File: src/rtl/adc_out_pkg.sv
// Shared constants, register map and helper functions for the dual converter output block
package adc_out_pkg;

  // Converter word and pipeline shape
  localparam int WORD_W = 12;
  localparam int N_STAGES = 11;
  localparam int CODE_W = 2 * N_STAGES;
  localparam int LATENCY = 6;
  localparam int TOP_BIT = WORD_W - 1;
  localparam logic [1:0] STAGE_CODE_MAX = 2'h2;

  // Bus geometry
  localparam int ADDR_W = 8;
  localparam int DATA_W = 32;
  localparam logic [1:0] RESP_OKAY = 2'h0;
  localparam logic [1:0] RESP_SLVERR = 2'h2;

  // Register byte offsets
  localparam logic [ADDR_W-1:0] OFF_CTRL = 8'h00;
  localparam logic [ADDR_W-1:0] OFF_PINSTAT = 8'h04;
  localparam logic [ADDR_W-1:0] OFF_IRQ_STATUS = 8'h08;
  localparam logic [ADDR_W-1:0] OFF_IRQ_CLEAR = 8'h0c;
  localparam logic [ADDR_W-1:0] OFF_IRQ_ENABLE = 8'h10;
  localparam logic [ADDR_W-1:0] OFF_WORD_A = 8'h14;
  localparam logic [ADDR_W-1:0] OFF_WORD_B = 8'h18;

  // Control register: one run bit per channel
  localparam int CTRL_W = 2;
  localparam int CTRL_RUN_A = 0;
  localparam int CTRL_RUN_B = 1;
  localparam logic [CTRL_W-1:0] CTRL_RST = 2'h3;

  // Pin status register fields
  localparam int PIN_SPAN_3V = 0;
  localparam int PIN_REF_EXT = 1;
  localparam int PIN_OE_A = 2;
  localparam int PIN_OE_B = 3;
  localparam int PIN_VALID_A = 4;
  localparam int PIN_VALID_B = 5;
  localparam int PIN_W = 6;

  // Interrupt bits: out-of-range word emitted on a channel
  localparam int IRQ_W = 2;
  localparam int IRQ_RANGE_A = 0;
  localparam int IRQ_RANGE_B = 1;
  localparam logic [IRQ_W-1:0] IRQ_RST = 2'h0;

  // Captured word register: flag sits above the word
  localparam int CAP_FLAG_BIT = WORD_W;

  // Merge the stage decisions: stage 0 weighs most, stages overlap by one bit
  function automatic logic [WORD_W-1:0] merge_stages(input logic [CODE_W-1:0] codes);
    logic [WORD_W-1:0] acc;
    logic [1:0] c;
    acc = '0;
    for (int i = 0; i < N_STAGES; i++) begin
      c = codes[2*i +: 2];
      if (i < N_STAGES - 1 && c > STAGE_CODE_MAX) begin
        c = STAGE_CODE_MAX;
      end
      acc = acc + (WORD_W'(c) << (N_STAGES - 1 - i));
    end
    return acc;
  endfunction

  // Byte-lane write merge
  function automatic logic [DATA_W-1:0] apply_strb(input logic [DATA_W-1:0] old_v,
                                                   input logic [DATA_W-1:0] new_v,
                                                   input logic [3:0] strb);
    logic [DATA_W-1:0] r;
    r = old_v;
    for (int b = 0; b < 4; b++) begin
      if (strb[b]) begin
        r[8*b +: 8] = new_v[8*b +: 8];
      end
    end
    return r;
  endfunction

endpackage

File: src/rtl/adc_chan_if.sv
// Signals between the top level and one conversion channel
`timescale 1ns/10ps
interface adc_chan_if;
  import adc_out_pkg::*;
  logic [CODE_W-1:0] stage_codes;
  logic over_range_in;
  logic run;
  logic [WORD_W-1:0] word;
  logic range_flag;
  logic word_valid;

  modport ctrl (output stage_codes, output over_range_in, output run,
                input word, input range_flag, input word_valid);
  modport pipe (input stage_codes, input over_range_in, input run,
                output word, output range_flag, output word_valid);
endinterface

File: src/rtl/dual_adc_parallel_output.sv
// Top level: two conversion channels, pin controls and register slave
`timescale 1ns/10ps
module dual_adc_parallel_output
  import adc_out_pkg::*;
(
  // Clock and reset
  input wire logic mclk,
  input wire logic rst,
  // Register bus
  input wire logic [ADDR_W-1:0] s_axi_awaddr,
  input wire logic s_axi_awvalid,
  output logic s_axi_awready,
  input wire logic [DATA_W-1:0] s_axi_wdata,
  input wire logic [3:0] s_axi_wstrb,
  input wire logic s_axi_wvalid,
  output logic s_axi_wready,
  output logic [1:0] s_axi_bresp,
  output logic s_axi_bvalid,
  input wire logic s_axi_bready,
  input wire logic [ADDR_W-1:0] s_axi_araddr,
  input wire logic s_axi_arvalid,
  output logic s_axi_arready,
  output logic [DATA_W-1:0] s_axi_rdata,
  output logic [1:0] s_axi_rresp,
  output logic s_axi_rvalid,
  input wire logic s_axi_rready,
  // Stage decisions from the analog pipelines
  input wire logic [CODE_W-1:0] chan_a_stage_codes,
  input wire logic chan_a_over_range,
  input wire logic [CODE_W-1:0] chan_b_stage_codes,
  input wire logic chan_b_over_range,
  // Output enables, with a flag telling whether the pin is driven at all
  input wire logic chan_a_oe_n,
  input wire logic chan_a_oe_n_driven,
  input wire logic chan_b_oe_n,
  input wire logic chan_b_oe_n_driven,
  // Static configuration pins
  input wire logic span_select,
  input wire logic reference_source_select,
  input wire logic reference_source_select_driven,
  // Channel A outputs; bit 11 is chan_a_top_bit, bit 0 chan_a_bottom_bit
  output logic [WORD_W-1:0] chan_a_word,
  output logic chan_a_word_oe,
  output logic range_exceeded_flag_a,
  output logic word_valid_strobe_a,
  // Channel B outputs; bit 11 is chan_b_top_bit, bit 0 chan_b_bottom_bit
  output logic [WORD_W-1:0] chan_b_word,
  output logic chan_b_word_oe,
  output logic range_exceeded_flag_b,
  output logic word_valid_strobe_b,
  // Analog configuration
  output logic full_scale_3v,
  output logic use_external_ref,
  // Interrupt
  output logic irq
);

  adc_chan_if if_a ();
  adc_chan_if if_b ();

  logic [CTRL_W-1:0] ctrl_q;
  logic [IRQ_W-1:0] irq_status_q;
  logic [IRQ_W-1:0] irq_enable_q;
  logic [WORD_W:0] cap_a_q;
  logic [WORD_W:0] cap_b_q;
  logic [IRQ_W-1:0] irq_set;
  logic [IRQ_W-1:0] irq_clr_d;
  logic oe_a_eff;
  logic oe_b_eff;
  logic ref_eff;
  logic [PIN_W-1:0] pin_stat;

  // Write channel holding state
  logic aw_full_q;
  logic [ADDR_W-1:0] aw_addr_q;
  logic w_full_q;
  logic [DATA_W-1:0] w_data_q;
  logic [3:0] w_strb_q;
  logic wr_fire;
  logic [DATA_W-1:0] rd_val;
  logic rd_hit;

  adc_chan_pipe u_chan_a (
    .mclk(mclk),
    .rst(rst),
    .ch(if_a.pipe)
  );

  adc_chan_pipe u_chan_b (
    .mclk(mclk),
    .rst(rst),
    .ch(if_b.pipe)
  );

  assign if_a.stage_codes = chan_a_stage_codes;
  assign if_a.over_range_in = chan_a_over_range;
  assign if_a.run = ctrl_q[CTRL_RUN_A];
  assign if_b.stage_codes = chan_b_stage_codes;
  assign if_b.over_range_in = chan_b_over_range;
  assign if_b.run = ctrl_q[CTRL_RUN_B];

  assign chan_a_word = if_a.word;
  assign chan_b_word = if_b.word;
  assign range_exceeded_flag_a = if_a.range_flag;
  assign range_exceeded_flag_b = if_b.range_flag;
  assign word_valid_strobe_a = if_a.word_valid;
  assign word_valid_strobe_b = if_b.word_valid;

  assign oe_a_eff = chan_a_oe_n_driven ? !chan_a_oe_n : 1'b1;
  assign oe_b_eff = chan_b_oe_n_driven ? !chan_b_oe_n : 1'b1;

  assign chan_a_word_oe = oe_a_eff;
  assign chan_b_word_oe = oe_b_eff;

  assign ref_eff = reference_source_select_driven ? reference_source_select : 1'b1;

  always_ff @(posedge mclk) begin
    if (rst) begin
      full_scale_3v <= 1'b0;
      use_external_ref <= 1'b0;
    end else begin
      full_scale_3v <= span_select;
      use_external_ref <= ref_eff;
    end
  end

  // Last valid word of each channel, for software
  always_ff @(posedge mclk) begin
    if (rst) begin
      cap_a_q <= '0;
      cap_b_q <= '0;
    end else begin
      if (if_a.word_valid) begin
        cap_a_q <= {if_a.range_flag, if_a.word};
      end
      if (if_b.word_valid) begin
        cap_b_q <= {if_b.range_flag, if_b.word};
      end
    end
  end

  // Interrupt sources: out-of-range word emitted
  always_comb begin
    irq_set = '0;
    irq_set[IRQ_RANGE_A] = if_a.word_valid && if_a.range_flag;
    irq_set[IRQ_RANGE_B] = if_b.word_valid && if_b.range_flag;
  end

  assign wr_fire = aw_full_q && w_full_q && !s_axi_bvalid;

  always_comb begin
    irq_clr_d = '0;
    if (wr_fire && aw_addr_q == OFF_IRQ_CLEAR && w_strb_q[0]) begin
      irq_clr_d = w_data_q[IRQ_W-1:0];
    end
  end

  // Sticky status; a new event wins over a clear in the same cycle
  always_ff @(posedge mclk) begin
    if (rst) begin
      irq_status_q <= IRQ_RST;
    end else begin
      irq_status_q <= (irq_status_q & ~irq_clr_d) | irq_set;
    end
  end

  assign irq = |(irq_status_q & irq_enable_q);

  // Write address and data accepted in either order
  assign s_axi_awready = !aw_full_q && !s_axi_bvalid;
  assign s_axi_wready = !w_full_q && !s_axi_bvalid;

  always_ff @(posedge mclk) begin
    if (rst) begin
      aw_full_q <= 1'b0;
      aw_addr_q <= '0;
    end else if (s_axi_awvalid && s_axi_awready) begin
      aw_full_q <= 1'b1;
      aw_addr_q <= s_axi_awaddr;
    end else if (wr_fire) begin
      aw_full_q <= 1'b0;
    end
  end

  always_ff @(posedge mclk) begin
    if (rst) begin
      w_full_q <= 1'b0;
      w_data_q <= '0;
      w_strb_q <= '0;
    end else if (s_axi_wvalid && s_axi_wready) begin
      w_full_q <= 1'b1;
      w_data_q <= s_axi_wdata;
      w_strb_q <= s_axi_wstrb;
    end else if (wr_fire) begin
      w_full_q <= 1'b0;
    end
  end

  // Register writes
  always_ff @(posedge mclk) begin
    if (rst) begin
      ctrl_q <= CTRL_RST;
      irq_enable_q <= IRQ_RST;
    end else if (wr_fire) begin
      if (aw_addr_q == OFF_CTRL) begin
        ctrl_q <= CTRL_W'(apply_strb(DATA_W'(ctrl_q), w_data_q, w_strb_q));
      end
      if (aw_addr_q == OFF_IRQ_ENABLE) begin
        irq_enable_q <= IRQ_W'(apply_strb(DATA_W'(irq_enable_q), w_data_q, w_strb_q));
      end
    end
  end

  // Write response
  always_ff @(posedge mclk) begin
    if (rst) begin
      s_axi_bvalid <= 1'b0;
      s_axi_bresp <= RESP_OKAY;
    end else if (wr_fire) begin
      s_axi_bvalid <= 1'b1;
      case (aw_addr_q)
        OFF_CTRL, OFF_IRQ_CLEAR, OFF_IRQ_ENABLE: s_axi_bresp <= RESP_OKAY;
        default: s_axi_bresp <= RESP_SLVERR;
      endcase
    end else if (s_axi_bready) begin
      s_axi_bvalid <= 1'b0;
    end
  end

  always_comb begin
    pin_stat = '0;
    pin_stat[PIN_SPAN_3V] = full_scale_3v;
    pin_stat[PIN_REF_EXT] = use_external_ref;
    pin_stat[PIN_OE_A] = oe_a_eff;
    pin_stat[PIN_OE_B] = oe_b_eff;
    pin_stat[PIN_VALID_A] = if_a.word_valid;
    pin_stat[PIN_VALID_B] = if_b.word_valid;
  end

  // Read decode; clear register reads as zero
  always_comb begin
    rd_val = '0;
    rd_hit = 1'b1;
    case (s_axi_araddr)
      OFF_CTRL: rd_val = DATA_W'(ctrl_q);
      OFF_PINSTAT: rd_val = DATA_W'(pin_stat);
      OFF_IRQ_STATUS: rd_val = DATA_W'(irq_status_q);
      OFF_IRQ_CLEAR: rd_val = '0;
      OFF_IRQ_ENABLE: rd_val = DATA_W'(irq_enable_q);
      OFF_WORD_A: rd_val = DATA_W'(cap_a_q);
      OFF_WORD_B: rd_val = DATA_W'(cap_b_q);
      default: rd_hit = 1'b0;
    endcase
  end

  assign s_axi_arready = !s_axi_rvalid;

  always_ff @(posedge mclk) begin
    if (rst) begin
      s_axi_rvalid <= 1'b0;
      s_axi_rdata <= '0;
      s_axi_rresp <= RESP_OKAY;
    end else if (s_axi_arvalid && s_axi_arready) begin
      s_axi_rvalid <= 1'b1;
      s_axi_rdata <= rd_val;
      s_axi_rresp <= rd_hit ? RESP_OKAY : RESP_SLVERR;
    end else if (s_axi_rready) begin
      s_axi_rvalid <= 1'b0;
    end
  end

  a_oe_follows_pin: assert property (@(posedge mclk) disable iff (rst)
    chan_a_oe_n_driven && chan_a_oe_n |-> !chan_a_word_oe && chan_b_word_oe == oe_b_eff)
    else $error("channel A word driven while its enable is high");

  a_oe_pull_low: assert property (@(posedge mclk) disable iff (rst)
    !chan_b_oe_n_driven |-> chan_b_word_oe)
    else $error("undriven enable on channel B did not enable outputs");

  a_span_select: assert property (@(posedge mclk) disable iff (rst)
    span_select ##1 span_select |=> full_scale_3v)
    else $error("span select high did not choose the 3V span");

  a_ref_pull_up: assert property (@(posedge mclk) disable iff (rst)
    !reference_source_select_driven |=> use_external_ref)
    else $error("open reference select did not choose external");

  a_range_irq: assert property (@(posedge mclk) disable iff (rst)
    word_valid_strobe_a && range_exceeded_flag_a && irq_enable_q[IRQ_RANGE_A] |=> irq)
    else $error("out-of-range word did not raise the interrupt");

endmodule // dual_adc_parallel_output

File: src/rtl/adc_chan_pipe.sv
// One conversion channel: stage merge and fixed-latency output pipeline
`timescale 1ns/10ps
module adc_chan_pipe
  import adc_out_pkg::*;
(
  // Clock and reset
  input wire logic mclk,
  input wire logic rst,
  // Channel signals
  adc_chan_if.pipe ch
);

  logic [WORD_W-1:0] word_q [LATENCY+1];
  logic [LATENCY:0] flag_q;
  logic [LATENCY:0] vld_q;

  always_ff @(posedge mclk) begin
    word_q[0] <= merge_stages(ch.stage_codes);
    for (int i = 1; i <= LATENCY; i++) begin
      word_q[i] <= word_q[i-1];
    end
  end

  always_ff @(posedge mclk) begin
    flag_q <= {flag_q[LATENCY-1:0], ch.over_range_in};
  end

  always_ff @(posedge mclk) begin
    if (rst) begin
      vld_q <= '0;
    end else begin
      vld_q <= {vld_q[LATENCY-1:0], ch.run};
    end
  end

  assign ch.word = word_q[LATENCY];
  assign ch.range_flag = flag_q[LATENCY];
  assign ch.word_valid = vld_q[LATENCY];

  a_word_latency: assert property (@(posedge mclk) disable iff (rst)
    ch.word_valid |-> ch.word == merge_stages($past(ch.stage_codes, 7)))
    else $error("word does not match stage codes six cycles after sampling");

  a_flag_latency: assert property (@(posedge mclk) disable iff (rst)
    ch.word_valid |-> ch.range_flag == $past(ch.over_range_in, 7))
    else $error("range flag not aligned with its word");

  a_valid_latency: assert property (@(posedge mclk) disable iff (rst)
    ch.run ##1 ch.run |-> ##6 ch.word_valid)
    else $error("valid strobe missing six cycles after a running sample");

  a_valid_needs_run: assert property (@(posedge mclk) disable iff (rst)
    ch.word_valid |-> $past(ch.run, 7))
    else $error("valid strobe without a sample taken while running");

endmodule // adc_chan_pipe

File: config.mk
export PLATFORM = sky130hd
export DESIGN_NAME = dual_adc_parallel_output
export DESIGN_NICKNAME = d
export VERILOG_FILES = /design/src/rtl/adc_out_pkg.sv /design/src/rtl/adc_chan_if.sv /design/src/rtl/dual_adc_parallel_output.sv /design/src/rtl/adc_chan_pipe.sv
export SDC_FILE = /design/constraint.sdc
export NUM_CORES = 1
export LEC_CHECK = 0
export ABC_AREA = 1
export BUFFER_PORTS_ARGS = -buffer_cell sky130_fd_sc_hd__buf_2
export CORE_AREA = 8 8 145 147
export DETAILED_ROUTE_END_ITERATION = 7
export DIE_AREA = 0 0 153 155
export GPL_TIMING_DRIVEN = 0
export PLACE_DENSITY = 0.73
export SLEW_MARGIN = 15
export SYNTH_ARGS = -nofsm -noshare
export SYNTH_HDL_FRONTEND = slang
export SYNTH_SLANG_ARGS = --single-unit
File: constraint.sdc
create_clock -name mclk -period 1.6 [get_ports mclk]
set_input_delay 0.32 -clock mclk [delete_from_list [all_inputs] [get_ports mclk]]
set_output_delay 0.32 -clock mclk [all_outputs]
set_load 0.05 [all_outputs]
# --- Yosys cells after proc, flatten, opt, wreduce, memory -nomap -nowiden ---
# Memory sizes are Yosys's and may differ from the RTL's.
# Index checks and enable logic that the tools add are counted.
totals:
  regBits: 113
  wordCells: 138
  ramBits: 168
  n_memories: 2
  input_bits: 112
op_classes:
  n_lt_le_gt_ge: 20
  addsub: 20
  n_eq_ne: 8
  muxes: 35
  bitwise_logic: 4
  n_reduce_logical: 28
mem_list:
  columns: ["memory", "depth", "width", "read_ports", "rd_ports_with_merged_regs", "write_ports", "line", "rtl"]
  rows:
  - ["u_chan_a.word_q", 7, 12, 7, 0, 7, "adc_chan_pipe.sv:13", "logic [WORD_W-1:0] word_q [LATENCY+1];"]
  - ["u_chan_b.word_q", 7, 12, 7, 0, 7, "adc_chan_pipe.sv:13", null]
op_table:
  columns: ["op", "count"]
  rows:
  - ["case mux 13 bit (6 select lines)", 1]
  - ["2-to-1 mux 2 bit", 23]
  - ["> comparator 2 bit (second input constant)", 20]
  - ["equality test 8 x 5 -> 1 bit (second input constant)", 4]
  - ["adder 12 x 10 -> 12 bit", 2]
  - ["adder 12 x 11 -> 12 bit", 2]
  - ["adder 12 x 2 -> 12 bit", 2]
  - ["adder 12 x 3 -> 12 bit", 2]
  - ["adder 12 x 4 -> 12 bit", 2]
  - ["adder 12 x 5 -> 12 bit", 2]
  - ["adder 12 x 6 -> 12 bit", 2]
  - ["adder 12 x 7 -> 12 bit", 2]
  - ["adder 12 x 8 -> 12 bit", 2]
  - ["adder 12 x 9 -> 12 bit", 2]
  - ["equality test 8 x 4 -> 1 bit (second input constant)", 3]
  - ["logical NOT 8 bit", 2]
  - ["logical AND 1 bit", 11]
  - ["2-to-1 mux 1 bit", 11]
  - ["equality test 8 x 3 -> 1 bit (second input constant)", 1]
  - ["nonzero test 2 bit", 4]
  - ["OR reduction 7 bit", 1]
  - ["logical NOT 1 bit", 6]
  - ["AND reduction 3 bit", 2]
  - ["bitwise AND 2 bit", 2]
  - ["4 further kinds", 4]

# --- Longest topological paths before layout ---
# Gate-level depths: netlist of the first run.
logic_depth:
  ltp_word: 12
  mapped_depth: 9
  depth_no_buf: 9

# --- Cells and area by module ---
# A second synthesis of the first run with hierarchy kept.
hier_totals:
  hier_cells: 891
  area_unflattened_um2: 8376.8
by_module_without_submodules:
  columns: ["mod", "cells_per_inst", "n_inst", "area_each_um2", "seq_area_each_um2"]
  rows:
  - ["adc_chan_pipe", 247, 2, 2687.6, 1961.9]
  - ["dual_adc_parallel_output", 397, 1, 3001.6, 1281.2]

# --- Least setup slack after synthesis of the first run ---
# Ideal clock, no wire load.
synth_path:
  kind: "reg-to-reg"
  from: "register s_axi_bvalid"
  to: "register w_strb_q[0]"
  stages_incl_launch_ff: 5
  t_arrival_ns: 1.754
  path_slack_ns: -0.275
  required_time_ns: 1.479
  setup_ns: 0.121
  n_path_buf: 0
  path_cell_list: "dfxtp_1 -> nor2_1 -> nand2_1 -> o21ai_0 -> a21oi_1"
synth_via:
  elab_chain_len: 3
synth_lines:
  columns: ["element", "line", "rtl"]
  rows:
  - ["start: declaration", "dual_adc_parallel_output.sv:18", "output logic s_axi_bvalid,"]
  - ["start signal: assignment", "dual_adc_parallel_output.sv:217", "s_axi_bvalid <= 1'b0;"]
  - ["start signal: assignment", "dual_adc_parallel_output.sv:220", "s_axi_bvalid <= 1'b1;"]
  - ["start signal: assignment", "dual_adc_parallel_output.sv:226", "s_axi_bvalid <= 1'b0;"]
  - ["logical NOT 1 bit", "dual_adc_parallel_output.sv:171", "assign s_axi_wready = !w_full_q && !s_axi_bvalid;"]
  - ["logical AND 1 bit", "dual_adc_parallel_output.sv:171", null]
  - ["via s_axi_wready", "dual_adc_parallel_output.sv:16", "output logic s_axi_wready,"]
  - ["logical AND 1 bit", "dual_adc_parallel_output.sv:190", "end else if (s_axi_wvalid && s_axi_wready) begin"]
  - ["end signal: assignment", "dual_adc_parallel_output.sv:193", "w_strb_q <= s_axi_wstrb;"]
  - ["end: declaration", "dual_adc_parallel_output.sv:78", "logic [3:0] w_strb_q;"]
# The timed path passes the listed nets, and every way through them passes these cells.
# A chain may end at the register's enable or synchronous reset.

# --- Final worst setup path of the first run ---
layout_path:
  from: "register irq_status_q[1]"
  to: "output port irq"
layout_via:
  elab_chain_len: 2
layout_lines:
  columns: ["element", "line", "rtl"]
  rows:
  - ["start: declaration", "dual_adc_parallel_output.sv:62", "logic [IRQ_W-1:0] irq_status_q;"]
  - ["start signal: assignment", "dual_adc_parallel_output.sv:163", "irq_status_q <= (irq_status_q & ~irq_clr_d) | irq_set;"]
  - ["bitwise AND 2 bit", "dual_adc_parallel_output.sv:167", "assign irq = |(irq_status_q & irq_enable_q);"]
  - ["OR reduction 2 bit", "dual_adc_parallel_output.sv:167", null]
  - ["end: declaration", "dual_adc_parallel_output.sv:55", "output logic irq"]
# Every way passes these cells.

==> flow_metrics.py, run 1 <==
metrics = {
    "critical_path": {
        "r2r_slack_ns": 0.29,
        "crit_arrival_ns": 1.23,
        "crit_fanout": 3,
        "path_class": "reg2out",
        "worst_setup_path_end_kind": "output pin",
        "critPathLaunchType": "flop",
        "cp.required_ns": 1.28,
    },
    "power_and_ir_drop": {
        "pwr-share-seq_pct": 50.7,
        "pwr-share-comb_pct": 10.0,
        "finalPower_mw": 14.8,
        "vdd_drop_max_mv": 0.727,
        "power_frac_clock_pct": 39.4,
        "p_int_mw": 11.1,
        "p_sw_share_pct": 24.6,
        "powerDensity_nw_per_um2": 1440,
        "leakagePower_nw": 4.88,
        "p_switching_mw": 3.64,
    },
    "global_routing": {
        "antenna_found_initial": 0,
        "grt-ovfl-total": 0,
        "grt_pass1_wl_mm": 25.5,
        "first_global_vias": 5545,
        "grt_max_degree": 16,
        "grtUsageTotal_pct": 12.8,
    },
    "floorplan": {
        "core_area_um2": 19000,
        "die_x_um": 153,
        "dieHeight_um": 155,
        "dieArea_um2": 23700,
        "pin_count": 186,
        "start_util_pct": 43.7,
        "rows": 51,
    },
    "placement": {
        "gp_congestion": 0.880,
        "dp_cells": 1244,
        "hpwl_mm": 11.6,
        "pre_cts_ws_ns": -0.260,
        "port_buffers": 130,
        "placed_cell_area_um2": 9320,
    },
    "logic_synthesis": {
        "synth.cells.most_frequent": "260 x dfxtp_1, 121 x nor2_1, 96 x nand2_1",
        "synth_top_area_share_pct": 62.9,
        "synth_ff_type": "dfxtp_1",
        "ys_seq_area_share_pct": 62.9,
        "synth_top_area_cell": "dfxtp_1",
        "ys.warnings.count": 0,
        "synth_cell_types": 36,
        "synth_seq_cells": 260,
        "netlist_instances": 856,
        "netlist_top_cells_area": "dfxtp_1 63%, nor2_1 5.5%, nand2_1 4.4%",
        "yosysMostFrequentCell": "dfxtp_1",
        "syn_avg_cell_area_um2": 9.67,
        "synthArstFlopShare_pct": 0,
        "netlist_area_um2": 8280,
        "synth_edf_count": 0,
    },
    "cells_and_area": {
        "syn_to_final_growth_pct": 23.8,
        "nets": 1173,
        "drive_above_1_share_pct": 24.1,
        "fin_cells": 1294,
        "final_cell_area_um2": 10200,
        "utilization_pct": 54.1,
        "insertedDiodeCount": 0,
    },
    "clocking": {
        "max-clock-path-buffers": 3,
        "cts-root-buf": "clkbuf_16",
        "insertion_delay_ns": 0.51,
        "cts.sinks": 260,
        "numCtsBuffers": 25,
        "path_clk_slew_ns": 0.06,
        "cts_tree": "done",
        "h-tree-depth": 1,
    },
    "sta": {
        "fin_crit_ns": 1.55,
        "setup_viol": 0,
        "clock_skew_ns": 0.0116,
        "fin_ws_ns": 0.0464,
        "holdWs_ns": 0.0349,
        "fmax_mhz": 644,
        "rsz0062_at_grt": "no",
        "finalHoldViolCount": 0,
        "slew_violations": 0,
        "slew_headroom_pct": 57.5,
        "tns_ns": 0,
        "worst_pin_slew_ns": 0.638,
        "fin_crit_sh_pct": 97.1,
    },
    "drt": {
        "m1WireLength_mm": 6.95,
        "ant_nets": 0,
        "top_layer_used": "met4",
        "wl_per_cell_um": 12.0,
        "routed-wl-met3_um": 937,
        "met2WireLength_mm": 7.25,
        "routed_wl_mm": 15.5,
        "via_per_inst": 4.36,
        "first_iter_violations": 257,
        "dr.pass1.iters": 5,
        "drc": 0,
        "num_vias": 5645,
    },
    "flow_run": {
        "cap_violations": 0,
    },
    "hold_path": {
        "hp-class": "in2reg",
    },
    "outcome": {
        "outcome": "finished, final reports clean",
    },
}
==> cell type report <==
cell class              instances  area [um^2]
flip-flops and latches        260         5210
clock inverters                12          139
clock buffers                  32          702
repair buffers                136          733
fillers                      1718         8700
multi-input cells             460         2440
inverters                      98          372
plain buffers                  58          355
well taps                     238          298
==> state kept, by name, summed over array words and instances, names as in the netlist, 2 cells and up <==
name             count
u_chan_b.word_q     84
w_data_q             2
u_chan_a.word_q     84
u_chan_a.vld_q       7
u_chan_b.vld_q       7
aw_addr_q            8
irq_enable_q         2
s_axi_rdata         13
cap_a_q             13
cap_b_q             13
ctrl_q               2
u_chan_a.flag_q      7
u_chan_b.flag_q      7
irq_status_q         2
==> worst max-delay path: stages (launching register included) <==
cell and delay, ns:
dfxtp_1 0.32, a22o_1 0.25, buf_6 0.16
==> layout by cell type, fill, tap and decap left out, types with 3 or more instances in the layout <==
master,count
dfxtp_1,256
nor2_4,3
a21oi_1,37
o21bai_1,4
buf_2,126
nand2_2,4
xor2_1,12
nor2_2,3
nand3_1,43
clkbuf_16,25
clkbuf_1,27
ha_1,20
o21ai_0,40
conb_1,21
a21oi_2,10
inv_1,87
dlygate4sd3_1,6
buf_1,3
nand3_2,15
nand2_1,96
buf_4,27
clkbuf_8,5
clkinvlp_4,4
buf_6,4
nor2_1,120
inv_2,9
o21ai_1,11
dfxtp_2,4
nand4_1,6
==> metal layers <==
layer	vias up	global-route usage, %
li1	2999	-
met4	0	4.85
met2	178	22.4
met1	2434	15.2
met3	34	3.00
met5	-	0
==> repair_timing <==
item                                   in CTS  in global routing
gates resized for setup                     8                  3
setup endpoints to repair                   6                  4
setup buffers                               0                  0
endpoints found under the hold margin       6                  0
hold buffers                                6                  0
==> cell families (layout without fill, tap and decap cells) <==
kind of cell | count (synthesis) | after routing | share of synthesized area, %
buffers and inverters | 156 | 336 | 8.72
other | 1 | 21 | 0.0453
AO/OA/AOI/OAI | 108 | 108 | 7.24
XOR/XNOR | 14 | 14 | 1.48
flip-flops | 260 | 260 | 62.9
AND/OR/NAND/NOR | 295 | 295 | 16.1
adder cells (fa/ha/maj) | 22 | 22 | 3.51
==> power groups by stage <==
| stage | sequential [mW] | combinational (mW) | clock [mW] |
|---|---|---|---|
| global placement | 7.59 | 1.45 | 0 |
| detailed placement | 7.63 | 1.46 | 0 |
| global route | 7.55 | 1.59 | 6.24 |
| floorplan | 7.96 | 0.676 | 0 |
| finish | 7.48 | 1.47 | 5.81 |
| CTS | 7.50 | 1.48 | 5.98 |
==> worst paths after layout <==
path	from	to	cells after the start
setup / recovery	irq_status_q[1]	irq	2
hold / removal	chan_a_stage_codes[21]	u_chan_a.word_q[0][1]	2
setup reg to reg	s_axi_rvalid	s_axi_rdata[9]	6
hold reg to reg	u_chan_b.word_q[5][5]	u_chan_b.word_q[6][5]	0
Note: power is estimated with default switching activity, not from simulation.
==> run 2, diff against run 1 <==
- PLACE_DENSITY: 0.73 -> 0.71
- clock period: 1.6 -> 1.5 ns (I/O delays scaled with it)
==> run 2 against run 1 <==
Effect of this change:
- the run now ends with setup timing left
- die area unchanged
- worst hold slack worse by 0.0067 ns
- sequential power up 6.4%
- routed wire length down 0.73%
- core utilization up 0.94 points
- sequential cell count unchanged
- largest cell class unchanged
- final cell count up 0.39%
- count of clock-buffer cells in the layout down 2
- global-route usage down 0.24 points
==> flow_metrics.py, run 2 (synthesis results as in run 1) <==
metrics = {
    "placement": {
        "hpwl_mm": 11.3,
        "gp_congestion": 0.917,
        "port_buffers": 130,
        "pre_cts_ws_ns": -0.232,
    },
    "flow_run": {
        "cap_violations": 0,
    },
    "sta": {
        "fin_crit_sh_pct": 103,
        "slew_violations": 0,
        "rsz0062_at_grt": "yes",
        "clock_skew_ns": 0.0114,
        "slew_headroom_pct": 56.3,
        "fmax_mhz": 648,
        "finalHoldViolCount": 0,
        "worst_pin_slew_ns": 0.655,
        "setup_viol": 1,
        "fin_crit_ns": 1.54,
        "fin_ws_ns": -0.0424,
    },
    "drt": {
        "dr.pass1.iters": 5,
        "num_vias": 5710,
        "wl_per_cell_um": 11.9,
        "ant_nets": 0,
        "routed_wl_mm": 15.4,
        "via_per_inst": 4.40,
        "drc": 0,
        "first_iter_violations": 317,
    },
    "floorplan": {
        "core_area_um2": 19000,
        "start_util_pct": 43.7,
        "rows": 51,
        "dieHeight_um": 155,
        "dieArea_um2": 23700,
        "die_x_um": 153,
        "pin_count": 186,
    },
    "cells_and_area": {
        "reg_top3": "u_chan_a.word_q x84, u_chan_b.word_q x84",
        "drive_above_1_share_pct": 24.9,
        "utilization_pct": 55.0,
        "syn_to_final_growth_pct": 26.0,
        "nets": 1176,
        "final_cell_mix": "253 x dfxtp_1, 120 x nor2_1, 117 x buf_2, 96 x nand2_1, 87 x inv_1",
        "layout_commonest_cell": "dfxtp_1",
        "insertedDiodeCount": 0,
    },
    "global_routing": {
        "grtUsageTotal_pct": 12.6,
        "grt_pass1_wl_mm": 25.2,
        "first_global_vias": 5541,
        "antenna_found_initial": 0,
        "grt-ovfl-total": 0,
        "grt_max_degree": 17,
    },
    "critical_path": {
        "worstReg2RegStart": "s_axi_bvalid",
        "cp-startpoint": "irq_enable_q[1]",
        "path_class": "reg2out",
        "crit_arrival_ns": 1.24,
        "cp.required_ns": 1.20,
        "crit_fanout": 3,
        "r2r_end": "ctrl_q[0]",
        "r2r_cells": 8,
        "critPathLaunchType": "flop",
        "worst_setup_path_end_kind": "output pin",
        "r2r_slack_ns": 0.22,
    },
    "clocking": {
        "h-tree-depth": 1,
        "path_clk_slew_ns": 0.06,
        "cts.sinks": 260,
        "cts_tree": "done",
        "max-clock-path-buffers": 3,
        "numCtsBuffers": 25,
        "cts-root-buf": "clkbuf_16",
        "insertion_delay_ns": 0.52,
    },
    "power_and_ir_drop": {
        "powerDensity_nw_per_um2": 1580,
        "leakagePower_nw": 4.96,
        "vdd_drop_max_mv": 0.751,
    },
    "outcome": {
        "outcome": "complete, but fails checks",
        "violations": "setup timing",
    },
    "hold_path": {
        "hp-class": "in2reg",
        "hp-start": "s_axi_awaddr[1]",
        "hold_depth": 3,
        "hold_end": "aw_addr_q[1]",
    },
}
run 2: what timing repair did:
| action | 4_1_cts | 5_1_grt |
|---|---|---|
| pin swaps | 1 | 3 |
| setup endpoints to repair | 10 | 8 |
| gates resized for setup | 16 | 11 |
| buffers inserted | 1 | 1 |
| hold buffers | 7 | 0 |
| endpoints found under the hold margin | 7 | 0 |
run 2: area by class of cell:
cell class	instances	area [um^2]
Inverter	98	372
Multi-Input combinational cell	460	2450
Clock buffer	30	674
Tap cell	238	298
Sequential cell	260	5220
Buffer	58	355
Clock inverter	16	268
Fill cell	1650	8520
Timing Repair Buffer	139	792
run 2: power by group:
group          internal [mW]  total, mW  switching [mW]
logic                  0.478       1.61            1.13
registers               7.74       7.96           0.224
clock network           4.30       6.89            2.59
run 2: worst max path at each step:
| stage | endpoint | cells past startpoint |
|---|---|---|
| floorplan | u_chan_a.word_q[0][7] | 8 |
| global placement | u_chan_b.word_q[0][9] | 9 |
| detailed placement | u_chan_b.word_q[0][9] | 9 |
| CTS | irq | 2 |
| global route | irq | 2 |
| finish | irq | 2 |
run 2: layer usage:
metal  up-vias  GRT usage [%]  wire, um  part of all wire (%)
li1       3010              -         -                     -
met1      2477           14.8      6980                    45
met2       193           21.8      7090                    46
met3        30           3.44      1000                   6.5
met4         0           4.67       332                   2.2
met5         -              0         0                     0
run 2: through the flow:
step / setup TNS [ns] / cells / area, um^2 / hold slack [ns] / power [mW]
2_1_floorplan: 0 / 876 / 8390 / 0.310 / 9.21
3_3_place_gp: -1.88 / 1244 / 9340 / 0.310 / 9.65
3_5_place_dp: -2.07 / 1244 / 9340 / 0.312 / 9.68
4_1_cts: -0.0694 / 1298 / 10400 / 0.00312 / 16.7
5_1_grt: -0.0976 / 1299 / 10400 / 0.0213 / 17.2
6_report: -0.0424 / 1299 / 10400 / 0.0282 / 16.5
run 2: critical path: stages, from the launching register on:
cell     delay (ns)
dfxtp_2        0.33
a22o_1         0.24
buf_6          0.16
==> run 3, diff against run 2 <==
--- a/constraint.sdc
+++ b/constraint.sdc
@@ -3,2 +3,2 @@
 set_output_delay 0.3 -clock mclk [all_outputs]
-set_load 0.05 [all_outputs]
+set_load 0.01 [all_outputs]
==> run 3 against run 2 <==
Effect of this change:
- the flow now finishes without violations
- sequential power barely moved
- final cell count fell by 0.46%
- die area did not move
- clock power fell by 8.4%
- critical path depth did not move
- worst hold slack got worse by 0.0072 ns
- clock skew rose by 0.00078 ns
- sequential share of layout area rose by 0.83 points
- combinational power fell by 34%
- sequential cell count did not move
- non-clock buffer count fell by 2
==> flow_metrics.py, run 3 (synthesis results as in run 1) <==
metrics = {
    "critical_path": {
        "cp_slowest_cell": "dfxtp_2",
        "crit_family": "flip-flops",
        "path_cells": "a22o_1 > buf_2",
        "r2r_end": "ctrl_q[1]",
        "cp.required_ns": 1.20,
        "r2r_cells": 8,
        "worstReg2RegStart": "s_axi_bvalid",
        "critPathLaunchType": "flop",
        "crit_buf_inv": 1,
        "crit_arrival_ns": 1.19,
        "r2r_slack_ns": 0.21,
        "cp_slowest_stage_delay_ns": 0.34,
        "path_class": "reg2out",
        "crit_fanout": 3,
        "worst_setup_path_end_kind": "output pin",
    },
    "drt": {
        "dr.pass1.iters": 4,
        "routed_wl_mm": 15.4,
        "via_per_inst": 4.37,
        "num_vias": 5652,
        "ant_nets": 0,
        "drc": 0,
        "first_iter_violations": 235,
        "wl_per_cell_um": 11.9,
    },
    "power_and_ir_drop": {
        "p_int_mw": 12.0,
        "p_sw_share_pct": 21.7,
        "p_switching_mw": 3.33,
        "power_frac_clock_pct": 41.1,
        "pwr-share-seq_pct": 51.9,
        "leakagePower_nw": 4.88,
        "vdd_drop_max_mv": 0.705,
        "powerDensity_nw_per_um2": 1500,
        "pwr-share-comb_pct": 6.9,
    },
    "sta": {
        "tns_ns": 0,
        "worst_pin_slew_ns": 0.637,
        "slew_headroom_pct": 57.5,
        "fin_crit_ns": 1.49,
        "fmax_mhz": 669,
        "setup_viol": 0,
        "rsz0062_at_grt": "yes",
        "slew_violations": 0,
        "finalHoldViolCount": 0,
        "fin_crit_sh_pct": 99.6,
        "clock_skew_ns": 0.0122,
    },
    "floorplan": {
        "die_x_um": 153,
        "pin_count": 186,
        "dieHeight_um": 155,
        "dieArea_um2": 23700,
        "core_area_um2": 19000,
        "rows": 51,
        "start_util_pct": 43.7,
    },
    "global_routing": {
        "grt_pass1_wl_mm": 25.3,
        "antenna_found_initial": 0,
        "first_global_vias": 5621,
        "grtUsageTotal_pct": 12.7,
        "grt-ovfl-total": 0,
        "grt_max_degree": 17,
    },
    "flow_run": {
        "cap_violations": 0,
    },
    "placement": {
        "gp_congestion": 0.898,
        "hpwl_mm": 11.6,
        "dp_cells": 1244,
        "port_buffers": 130,
    },
    "cells_and_area": {
        "nets": 1173,
        "reg_top3": "u_chan_a.word_q x84, u_chan_b.word_q x84",
        "utilization_pct": 54.0,
        "fill_cells": 1724,
        "final_cell_mix": "256 x dfxtp_1, 132 x buf_2, 120 x nor2_1, 96 x nand2_1, 88 x inv_1",
        "insertedDiodeCount": 0,
        "syn_to_final_growth_pct": 23.7,
        "drive_above_1_share_pct": 24.2,
        "fin_cells": 1293,
        "layout_commonest_cell": "dfxtp_1",
    },
    "hold_path": {
        "hold_end": "use_external_ref",
        "hp-class": "in2reg",
        "hold_depth": 3,
        "hp-start": "reference_source_select",
    },
    "outcome": {
        "outcome": "finished, final reports clean",
    },
    "clocking": {
        "insertion_delay_ns": 0.51,
        "path_clk_slew_ns": 0.07,
        "cts_tree": "done",
        "cts.sinks": 260,
        "cts-root-buf": "clkbuf_16",
        "max-clock-path-buffers": 3,
        "h-tree-depth": 1,
        "numCtsBuffers": 24,
    },
}
-- run 3: cell count changes in the layout (fill, tap and decap cells not counted), moves of 2 or more --
cell | previous run | this run
nor2_2 | 2 | 4
nor2_4 | 4 | 2
buf_8 | 2 | 0
dfxtp_1 | 253 | 256
buf_4 | 33 | 24
clkbuf_4 | 4 | 0
buf_2 | 117 | 132
dfxtp_4 | 2 | 0
bufinv_16 | 6 | 4
-- run 3: power by group through the flow --
stage | combinational, mW | clock (mW) | sequential [mW]
after floorplan | 0.592 | 0 | 8.11
after global placement | 1.04 | 0 | 8.10
after detailed placement | 1.05 | 0 | 8.13
after CTS | 1.07 | 6.49 | 7.98
after global routing | 1.20 | 6.76 | 8.04
final | 1.06 | 6.31 | 7.97
-- run 3: worst register-to-register path, delay by kind of cell, from the launching register on --
| family | cells | cell delay [ns] |
|---|---|---|
| buffers and inverters | 3 | 0.19 |
| flip-flops | 1 | 0.36 |
| AND/OR/NAND/NOR | 5 | 0.61 |
-- run 3: worst max-delay path by stage --
stage	depth (start not counted)	end	startpoint	slack, ns
floorplan	8	u_chan_a.word_q[0][7]	chan_a_stage_codes[18]	0.02
global placement	9	u_chan_b.word_q[0][9]	chan_b_stage_codes[19]	-0.21
detailed placement	9	u_chan_b.word_q[0][9]	chan_b_stage_codes[19]	-0.25
CTS	2	irq	irq_status_q[1]	-0.01
global route	2	irq	irq_enable_q[1]	-0.03
finish	2	irq	irq_enable_q[1]	0.006
-- run 3: through the flow --
stage          hold WS, ns  area, um^2  worst slack (ns)  power, mW
2_1_floorplan        0.310        8360            0.0225       8.70
3_3_place_gp         0.310        9310            -0.213       9.14
3_5_place_dp         0.312        9310            -0.249       9.18
4_1_cts            0.00580       10200           -0.0126       15.5
5_1_grt             0.0248       10200           -0.0338       16.0
6_report            0.0210       10200           0.00559       15.3
-- run 3: repair_timing --
action	4_1_cts	5_1_grt
resized for setup	2	3
buffers inserted	1	0
pin swaps	1	0
hold buffers	6	0
setup endpoints to repair	2	4
endpoints found under the hold margin	6	0
-- run 3: layout make-up --
type / instances / area [um^2] / share of cell area (%)
flip-flops and latches: 260 / 5210 / 50.9
multi-input cells: 460 / 2440 / 23.8
repair buffers: 137 / 718 / 7.01
clock buffers: 29 / 659 / 6.44
inverters: 98 / 368 / 3.59
plain buffers: 58 / 354 / 3.46
well taps: 238 / 298 / 2.91
clock inverters: 13 / 194 / 1.89
-- run 3: layer usage --
layer	vias to the layer above	track usage, %	part of all wire, %	routed length (um)
met2	177	21.9	46	7100
met4	0	5.42	2.6	402
met1	2447	14.8	44	6830
li1	2998	-	-	-
met5	-	0	0	0
met3	30	3.25	7.1	1100
